==> src/rtl/dual_bus_irq_map.svh <==
// offsets, field positions, reset values and constants of the interrupt and config block
// assumes inclusion by bare name from the design file, the agent and the bench
`ifndef DUAL_BUS_IRQ_MAP_SVH
`define DUAL_BUS_IRQ_MAP_SVH

`define OFS_CAUSE_LOW        12'hC18
`define OFS_HOST_MASK        12'hC1C
`define OFS_BUS0_MASK        12'hC24
`define OFS_BUS0_SYSERR_EN   12'hC28
`define OFS_BUS0_SELECT      12'hC74
`define OFS_CAUSE_HIGH       12'hC98
`define OFS_HOST_HIGH_MASK   12'hC9C
`define OFS_BUS0_HIGH_MASK   12'hCA4
`define OFS_BUS1_SYSERR_EN   12'hCA8
`define OFS_HOST_SELECT      12'hC70

`define CFG_OFS_IDENT        8'h00
`define CFG_OTHER_BANK       8'h80

`define POS_ADDR_PARITY      16
`define POS_MEM_PARITY       17
`define POS_INIT_ABORT       18
`define POS_TGT_ABORT        19
`define POS_RETRY            20
`define POS_HOST_SUM         30
`define POS_BUS_SUM          31
`define POS_BANK_IND         30
`define POS_BOTH_PEND        31

`define MASK_HOST_W          32'h3C1F_FFFE
`define MASK_BUS0_W          32'h03FF_FFFE
`define MASK_HIGH_W          32'h001D_F000
`define MASK_HOST_DB         32'h03E0_0000
`define MASK_BUS_DB          32'h3C00_0000
`define MASK_EVENTS_LOW      32'h001F_FFFE
`define MASK_SYSERR_W        32'h0000_003F
`define MASK_ALIAS           32'h3FFF_FFFE

`define RST_WORD             32'h0000_0000

`endif

==> src/rtl/dual_bus_irq_pkg.sv <==
// types shared by the interrupt aggregation and config map block
// assumes the map header sits on the include path
package dual_bus_irq_pkg;
    // who issues a register access
    typedef enum logic [1:0] {
        SRC_HOST,
        SRC_BUS0,
        SRC_BUS1
    } access_src_e;

    // per-bus event pulses
    typedef struct packed {
        logic       address_parity_fault;
        logic       init_write_parity;
        logic       init_read_parity;
        logic       tgt_write_parity;
        logic       tgt_read_parity;
        logic       initiator_abort;
        logic       target_abort_seen;
        logic       retry_limit_hit;
    } bus_events_s;

    // register access request
    typedef struct packed {
        logic        valid;
        logic        write;
        logic        config_space;
        access_src_e src;
        logic [11:0] addr;
        logic [31:0] wdata;
    } reg_req_s;

    // all state of the block except the reset synchronizer
    typedef struct packed {
        logic [31:0] cause_low;
        logic [31:0] cause_high;
        logic [31:0] host_mask;
        logic [31:0] bus0_mask;
        logic [31:0] host_high_mask;
        logic [31:0] bus0_high_mask;
        logic [31:0] syserr0_en;
        logic [31:0] syserr1_en;
        logic        host_sel;
        logic        bus0_sel;
        logic [31:0] rdata;
        logic        rvalid;
        logic        bus0_system_error_out;
        logic        bus1_system_error_out;
        logic        host_irq;
        logic        bus0_irq;
    } state_s;
endpackage

==> src/rtl/dual_bus_irq.sv <==
// interrupt cause, mask, select, system-error and identification logic
// assumes event inputs are synchronous one-cycle pulses on mclk_i and
// register requests come from host and bus interface logic on the same clock
`include "dual_bus_irq_map.svh"

module dual_bus_irq #(
    parameter logic [15:0] MAKER_CODE = 16'h0A5A, // arbitrary value
    parameter logic [15:0] PART_CODE  = 16'h0C3C  // arbitrary value
) (
    input  wire logic                            mclk_i,
    input  wire logic                            rst_b_i,
    input  wire logic                            single_bus_mode_i,
    input  wire logic                            decode_out_of_range_i,
    input  wire logic                            mover_out_of_range_i,
    input  wire logic                            host_out_of_range_i,
    input  wire logic [3:0]                      dma_done_i,
    input  wire logic [3:0]                      timer_expired_i,
    input  wire logic                            memory_parity_fault_i,
    input  wire dual_bus_irq_pkg::bus_events_s   bus0_events_i,
    input  wire dual_bus_irq_pkg::bus_events_s   bus1_events_i,
    input  wire dual_bus_irq_pkg::reg_req_s      req_i,
    output logic [31:0]                          rdata_o,
    output logic                                 rvalid_o,
    output logic                                 host_irq_o,
    output logic                                 bus0_irq_o,
    output logic                                 bus0_system_error_out_o,
    output logic                                 bus1_system_error_out_o
);
    logic [1:0]                rst_sync_q;
    logic                      rst_b;
    dual_bus_irq_pkg::state_s  st_q;
    dual_bus_irq_pkg::state_s  st_d;

    always_ff @(posedge mclk_i or negedge rst_b_i) begin
        if (!rst_b_i) begin
            rst_sync_q <= 2'h0;
        end else begin
            rst_sync_q <= {rst_sync_q[0], 1'b1};
        end
    end
    assign rst_b = rst_sync_q[1];

    logic [31:0] ev_low;
    logic [31:0] ev_high;
    logic [31:0] low_view;
    logic [31:0] high_view;
    logic        host_sum;
    logic        bus_sum;
    logic        low_pend;
    logic        high_pend;
    logic        is_host;
    logic        wr;
    logic [7:0]  cfg_ofs;
    logic        cfg_bus1;
    logic [31:0] cause_low_n;
    logic [31:0] syserr0_ev;
    logic [31:0] syserr1_ev;

    always_comb begin
        // event vectors in cause positions
        ev_low = `RST_WORD;
        ev_low[1] = decode_out_of_range_i;
        ev_low[2] = mover_out_of_range_i;
        ev_low[3] = host_out_of_range_i;
        ev_low[7:4] = dma_done_i;
        ev_low[11:8] = timer_expired_i;
        ev_low[12] = bus0_events_i.init_read_parity;
        ev_low[13] = bus0_events_i.tgt_write_parity;
        ev_low[14] = bus0_events_i.init_write_parity;
        ev_low[15] = bus0_events_i.tgt_read_parity;
        ev_low[`POS_ADDR_PARITY] = bus0_events_i.address_parity_fault;
        ev_low[`POS_MEM_PARITY] = memory_parity_fault_i;
        ev_low[`POS_INIT_ABORT] = bus0_events_i.initiator_abort;
        ev_low[`POS_TGT_ABORT] = bus0_events_i.target_abort_seen;
        ev_low[`POS_RETRY] = bus0_events_i.retry_limit_hit;
        ev_high = `RST_WORD;
        ev_high[12] = bus1_events_i.init_read_parity;
        ev_high[13] = bus1_events_i.tgt_write_parity;
        ev_high[14] = bus1_events_i.init_write_parity;
        ev_high[15] = bus1_events_i.tgt_read_parity;
        ev_high[`POS_ADDR_PARITY] = bus1_events_i.address_parity_fault;
        ev_high[`POS_INIT_ABORT] = bus1_events_i.initiator_abort;
        ev_high[`POS_TGT_ABORT] = bus1_events_i.target_abort_seen;
        ev_high[`POS_RETRY] = bus1_events_i.retry_limit_hit;
        if (single_bus_mode_i) begin
            ev_high = `RST_WORD;
        end

        // host and bus summary bits see the low cause register only; pending bit 0 sees both cause registers
        host_sum = |(st_q.cause_low & st_q.host_mask);
        bus_sum = |(st_q.cause_low & st_q.bus0_mask);
        low_pend = |(st_q.cause_low & `MASK_ALIAS);
        high_pend = |(st_q.cause_high & `MASK_HIGH_W);
        low_view = st_q.cause_low & `MASK_ALIAS;
        low_view[0] = low_pend | high_pend;
        low_view[`POS_HOST_SUM] = host_sum;
        low_view[`POS_BUS_SUM] = bus_sum;
        high_view = single_bus_mode_i ? `RST_WORD : (st_q.cause_high & `MASK_HIGH_W);

        is_host = (req_i.src == dual_bus_irq_pkg::SRC_HOST);
        wr = req_i.valid & req_i.write & ~req_i.config_space;

        // system errors from event pulses and enables
        syserr0_ev = `RST_WORD;
        syserr0_ev[0] = bus0_events_i.address_parity_fault;
        syserr0_ev[1] = bus0_events_i.init_write_parity;
        syserr0_ev[2] = bus0_events_i.init_read_parity;
        syserr0_ev[3] = memory_parity_fault_i;
        syserr0_ev[4] = bus0_events_i.initiator_abort;
        syserr0_ev[5] = bus0_events_i.target_abort_seen;
        syserr1_ev = `RST_WORD;
        syserr1_ev[0] = bus1_events_i.address_parity_fault;
        syserr1_ev[1] = bus1_events_i.init_write_parity;
        syserr1_ev[2] = bus1_events_i.init_read_parity;
        syserr1_ev[3] = memory_parity_fault_i;
        syserr1_ev[4] = bus1_events_i.initiator_abort;
        syserr1_ev[5] = bus1_events_i.target_abort_seen;

        st_d = st_q;
        st_d.rvalid = 1'b0;
        st_d.bus0_system_error_out = |(syserr0_ev & st_q.syserr0_en);
        st_d.bus1_system_error_out = ~single_bus_mode_i & |(syserr1_ev & st_q.syserr1_en);

        // low cause: zero-write clears, doorbells follow ownership
        cause_low_n = st_q.cause_low;
        if (wr && req_i.addr == `OFS_CAUSE_LOW) begin
            cause_low_n = cause_low_n
                        & (req_i.wdata | ~`MASK_EVENTS_LOW);
            if (is_host) begin
                cause_low_n = cause_low_n | (~req_i.wdata & `MASK_HOST_DB);
                cause_low_n = cause_low_n & (req_i.wdata | ~`MASK_BUS_DB);
            end else begin
                cause_low_n = cause_low_n | (~req_i.wdata & `MASK_BUS_DB);
                cause_low_n = cause_low_n & (req_i.wdata | ~`MASK_HOST_DB);
            end
        end
        st_d.cause_low = (cause_low_n | ev_low) & `MASK_ALIAS;

        st_d.cause_high = st_q.cause_high;
        if (wr && req_i.addr == `OFS_CAUSE_HIGH && !single_bus_mode_i) begin
            st_d.cause_high = st_q.cause_high & req_i.wdata;
        end
        st_d.cause_high = (st_d.cause_high | ev_high) & `MASK_HIGH_W;

        if (wr) begin
            case (req_i.addr)
                `OFS_HOST_MASK: st_d.host_mask = req_i.wdata & `MASK_HOST_W;
                `OFS_BUS0_MASK: st_d.bus0_mask = req_i.wdata & `MASK_BUS0_W;
                `OFS_BUS0_SYSERR_EN: st_d.syserr0_en = req_i.wdata & `MASK_SYSERR_W;
                default: ;
            endcase
            if (!single_bus_mode_i) begin
                case (req_i.addr)
                    `OFS_HOST_HIGH_MASK: st_d.host_high_mask = req_i.wdata & `MASK_HIGH_W;
                    `OFS_BUS0_HIGH_MASK: st_d.bus0_high_mask = req_i.wdata & `MASK_HIGH_W;
                    `OFS_BUS1_SYSERR_EN: st_d.syserr1_en = req_i.wdata & `MASK_SYSERR_W;
                    `OFS_HOST_SELECT: st_d.host_sel = req_i.wdata[`POS_BANK_IND];
                    `OFS_BUS0_SELECT: st_d.bus0_sel = req_i.wdata[`POS_BANK_IND];
                    default: ;
                endcase
            end
        end
        if (single_bus_mode_i) begin
            st_d.host_sel = 1'b0;
            st_d.bus0_sel = 1'b0;
        end

        // read path
        cfg_ofs = req_i.addr[7:0];
        cfg_bus1 = 1'b0;
        if (req_i.config_space) begin
            case (req_i.src)
                dual_bus_irq_pkg::SRC_BUS1: cfg_bus1 = ~cfg_ofs[7];
                default: cfg_bus1 = cfg_ofs[7];
            endcase
        end
        if (req_i.valid && !req_i.write) begin
            st_d.rvalid = 1'b1;
            st_d.rdata = `RST_WORD;
            if (req_i.config_space) begin
                if ({1'b0, cfg_ofs[6:0]} == `CFG_OFS_IDENT && !(cfg_bus1 && single_bus_mode_i)) begin
                    st_d.rdata = {PART_CODE, MAKER_CODE};
                end
            end else begin
                case (req_i.addr)
                    `OFS_CAUSE_LOW: st_d.rdata = low_view;
                    `OFS_CAUSE_HIGH: st_d.rdata = high_view;
                    `OFS_HOST_MASK: st_d.rdata = st_q.host_mask;
                    `OFS_BUS0_MASK: st_d.rdata = st_q.bus0_mask;
                    `OFS_HOST_HIGH_MASK: st_d.rdata = single_bus_mode_i ? `RST_WORD : st_q.host_high_mask;
                    `OFS_BUS0_HIGH_MASK: st_d.rdata = single_bus_mode_i ? `RST_WORD : st_q.bus0_high_mask;
                    `OFS_BUS0_SYSERR_EN: st_d.rdata = st_q.syserr0_en;
                    `OFS_BUS1_SYSERR_EN: st_d.rdata = single_bus_mode_i ? `RST_WORD : st_q.syserr1_en;
                    `OFS_HOST_SELECT, `OFS_BUS0_SELECT: begin
                        st_d.rdata = ((req_i.addr == `OFS_HOST_SELECT ? st_q.host_sel : st_q.bus0_sel)
                                     ? high_view : low_view) & `MASK_ALIAS;
                        st_d.rdata[`POS_BANK_IND] = (req_i.addr == `OFS_HOST_SELECT)
                                                  ? st_q.host_sel : st_q.bus0_sel;
                        st_d.rdata[`POS_BOTH_PEND] = low_pend & high_pend;
                        if (single_bus_mode_i) begin
                            st_d.rdata = `RST_WORD;
                        end
                    end
                    default: st_d.rdata = `RST_WORD;
                endcase
            end
        end

        st_d.host_irq = |(st_d.cause_low & st_d.host_mask)
                      | |(st_d.cause_high & st_d.host_high_mask);
        st_d.bus0_irq = |(st_d.cause_low & st_d.bus0_mask)
                      | |(st_d.cause_high & st_d.bus0_high_mask);
    end

    always_ff @(posedge mclk_i or negedge rst_b) begin
        if (!rst_b) begin
            st_q <= '0;
        end else begin
            st_q <= st_d;
        end
    end

    assign rdata_o                 = st_q.rdata;
    assign rvalid_o                = st_q.rvalid;
    assign host_irq_o              = st_q.host_irq;
    assign bus0_irq_o              = st_q.bus0_irq;
    assign bus0_system_error_out_o = st_q.bus0_system_error_out;
    assign bus1_system_error_out_o = st_q.bus1_system_error_out;
endmodule

==> config.mk <==
export PLATFORM = sky130hd
export DESIGN_NAME = dual_bus_irq
export DESIGN_NICKNAME = d
export VERILOG_FILES = /design/src/rtl/dual_bus_irq_pkg.sv /design/src/rtl/dual_bus_irq.sv
export VERILOG_INCLUDE_DIRS = /design/src /design/src/rtl
export SDC_FILE = /design/constraint.sdc
export NUM_CORES = 1
export LEC_CHECK = 0
export BUFFER_PORTS_ARGS = -buffer_cell sky130_fd_sc_hd__buf_4
export CAP_MARGIN = 25
export CORE_UTILIZATION = 41
export CTS_BUF_LIST = sky130_fd_sc_hd__clkbuf_16
export CTS_CLUSTER_DIAMETER = 40
export DETAILED_ROUTE_END_ITERATION = 12
export SLEW_MARGIN = 15
export SYNTH_ARGS = -nofsm -noshare
export SYNTH_HDL_FRONTEND = slang
export SYNTH_SLANG_ARGS = --single-unit
==> constraint.sdc <==
create_clock -name mclk_i -period 5.45 [get_ports mclk_i]
set_clock_uncertainty 0.05 [all_clocks]
set_input_delay 0.8175 -clock mclk_i [delete_from_list [all_inputs] [get_ports mclk_i]]
set_output_delay 0.8175 -clock mclk_i [all_outputs]
set_load 0.02 [all_outputs]
==> flow_summary.json <==
{
  "outcome": "finished clean",
  "setup_violations": 0,
  "dp_hpwl_microns": 23300,
  "root_buffer": "clkbuf_16",
  "arrival_ns": 4.09,
  "grt_antenna_before_repair": 1,
  "grt_pass1_vias": 7339,
  "syn_inst": 845,
  "leakage_nw": 4.50,
  "worst_setup_path_start_kind": "input pin",
  "pre_cts_ws_ns": 1.25,
  "synth_area_leaders": "dfrtp_1 48%, nand2_1 5.6%, mux2_2 5.3%",
  "postSynth.asyncResetShare_pct": 100,
  "cts_tree": "yes",
  "finalHoldViolCount": 0,
  "drcViolationCount": 0,
  "nets": 1004,
  "slew_violations": 0,
  "synth-seq-cells": 164,
  "clock_sinks": 164,
  "ys_warn_count": 0,
  "start_util_pct": 41.9,
  "period_needed_ns": 3.84,
  "cts_buffer_depth": 2,
  "worst_slew_pin_slew_ns": 0.911,
  "path_class": "input pin to flip-flop",
  "grt_start_max_net_pins": 63,
  "clk_latency_ns": 0.43,
  "ys.flop_type": "dfrtp_1",
  "crit_chain": "buf_4 -> or3b_4 -> or2_1 -> nor2_1 -> mux2_2 -> a2111oi_1 -> nand4_1 -> a2111o_1",
  "vias": 7620,
  "cts_made_buffers": 17,
  "h-tree-depth": 4,
  "syn_area_sq_um": 8470,
  "max_freq_mhz": 260,
  "io-pin-count": 117,
  "post-route-util_pct": 49.5,
  "rsz0062_at_grt": "false",
  "dr.pass1.iters": 7,
  "drtIter0Drc": 1155,
  "synth_fp_nets": 925,
  "wire_per_inst_microns": 25.7,
  "grt_overflow": 0,
  "slew_headroom_pct": 39.1,
  "routed_via_density": 6.31,
  "drive_gt1_share_pct": 23.9,
  "ys_types": 67,
  "ys_seq_area_share_pct": 48.4,
  "die_h_microns": 146,
  "syn_to_final_growth_pct": 18.2,
  "die_w_microns": 146,
  "avgSynthCellArea_sq_um": 10.0,
  "post_cts_resized": 0,
  "required_ns": 5.70,
  "min_path_type": "input pin to asynchronous set/reset pin",
  "die_area_sq_um": 21200,
  "routed_wl_microns": 31100,
  "clk_pin_slew_worst_paths_ns": 0.06,
  "gp_congestion": 0.946,
  "crit_path_end_kind": "flip-flop",
  "numPortBuffers": 115,
  "max_stage_delay_ns": 0.56,
  "p_per_area_nw_per_um2": 264,
  "synth_edf_count": 0,
  "gr-usage-all-layers_pct": 30.0,
  "core_sq_um": 20200,
  "layout_setup_ws_ns": 1.61,
  "post_cts_buffers": 0,
  "slowest_stage": "a2111oi_1",
  "floorplan.rows": 52,
  "fin_cells": 1208,
  "grt_pass1_wl_microns": 46900,
  "ant_nets": 0,
  "ir_drop_v": 0.000214,
  "yosysTopAreaCellShare_pct": 48.4,
  "fin_crit_sh_pct": 70.4,
  "dp_cells": 1174,
  "max-cap-violations": 0,
  "finalPower_mw": 2.64,
  "synth_area_leader_cell": "dfrtp_1",
  "holdBufCountCts": 0,
  "setup_tns_ns": 0,
  "crit_fanout": 23
}
-- layout make-up --
class	count	area [sq um]
well taps	270	338
clock buffers	17	425
repair buffers	129	966
inverters	27	101
clock inverters	15	190
diodes	1	2.50
flip-flops and latches	164	4110
multi-input cells	585	3880
fillers	1904	10200
-- metal layers --
| metal | vias to the layer above | part of all wire [%] | routed length [microns] | global-route usage [%] |
|---|---|---|---|---|
| met5 | - | 0 | 0 | 0 |
| met4 | 0 | 2.9 | 903 | 10.9 |
| met3 | 58 | 10 | 3150 | 8.03 |
| met2 | 414 | 44 | 13700 | 43.6 |
| met1 | 3820 | 43 | 13300 | 42.8 |
| li1 | 3328 | - | - | - |
-- state kept, by name, summed over array words and instances, names as in the netlist --
register / flops
rdata_o: 32
host_irq_o: 1
bus0_irq_o: 1
low_view: 29
bus0_system_error_out_o: 1
bus1_system_error_out_o: 1
st_q: 96
rvalid_o: 1
rst_sync_q: 2
-- worst max-delay path, delay by kind of cell --
family                 cells  cell delay, ns
muxes                      1            0.44
AOI/OAI and AO/OA          2            0.93
and+or+nand+nor            4            1.68
buffers and inverters      1            0.22
-- synthesized netlist by cell type (2+ instances only) --
cell	number
o2bb2ai_1	6
a222oi_1	32
o21ai_0	44
dfrtp_1	164
mux2i_1	6
a21oi_1	29
or4_1	2
a22o_1	12
mux2_1	4
nand2_1	127
o22ai_1	5
a2111oi_0	4
buf_4	35
nor4b_4	2
buf_2	10
nor4_1	9
a2111o_1	2
nor3_1	15
a21boi_0	10
or2_2	2
a2111oi_2	3
a21boi_1	2
mux2_2	40
o31ai_4	3
o31ai_1	8
inv_1	26
a22oi_1	51
nor2_1	44
nand2b_1	7
o31ai_2	2
a31oi_1	3
or3_1	8
clkbuf_1	23
a221oi_1	8
nand4_1	13
nand3_1	17
and2_1	5
o211ai_1	8
a221o_1	3
nor2b_1	8
o21ai_1	10
o21ai_2	3
and4_1	6
-- kinds of logic after synthesis --
| group | after synthesis | synth area share (%) |
|---|---|---|
| muxes | 50 | 6.56 |
| buffers and inverters | 96 | 6.04 |
| xor gates and xnor gates | 1 | 0.103 |
| AOI/OAI and AO/OA | 253 | 22.4 |
| DFF | 164 | 48.4 |
| other | 1 | 0.0443 |
| and+or+nand+nor | 280 | 16.4 |
-- power breakdown --
group / leakage [nW] / internal, mW / switching [mW]
Sequential: 2.13 / 1.22 / 0.00962
Combinational: 2.06 / 0.0521 / 0.0811
Clock: 0.305 / 0.763 / 0.516
Total: 4.50 / 2.03 / 0.606
-- path summary, 6_finish.rpt --
kind	startpoint	to	slack [ns]	cells past startpoint
worst max-delay path	single_bus_mode_i	host_irq_o$_DFF_PN0_	1.61	8
worst min-delay path	rst_b_i	rst_sync_q[1]$_DFF_PN0_	0.10	1
worst max register to register	low_view[10]$_DFF_PN0_	rdata_o[0]$_DFFE_PN0P_	2.83	7
worst min register to register	rst_sync_q[0]$_DFF_PN0_	rst_sync_q[1]$_DFF_PN0_	0.30	0
max in group asynchronous	rst_sync_q[1]$_DFF_PN0_	rdata_o[14]$_DFFE_PN0P_	3.67	1
min in group mclk_i	rst_sync_q[0]$_DFF_PN0_	rst_sync_q[1]$_DFF_PN0_	0.30	0
-- through the flow --
step	cell area, sq um	hold slack [ns]
after floorplan	8470	0.281
after global placement	9390	0.287
after detailed placement	9390	0.291
after CTS	10000	0.0926
after global routing	10000	0.0879
final	10000	0.103
-- cells in the final DEF (no fill, tap or decap), types with 7 or more instances in the layout --
cell,instances
a22o_1,12
a21boi_0,10
nand4_1,13
nand2_1,127
nor4_1,9
o21ai_1,10
a221oi_1,8
nor2_1,44
buf_4,128
nor3_1,13
o21ai_0,44
dfrtp_1,163
nand3_1,17
a22oi_1,51
a222oi_1,32
mux2_2,40
nor2b_1,8
a21oi_1,29
or3_1,8
inv_1,27
o211ai_1,8
clkbuf_16,17
nand2b_1,7
o31ai_1,7
Note: power is estimated with default switching activity, not from simulation.
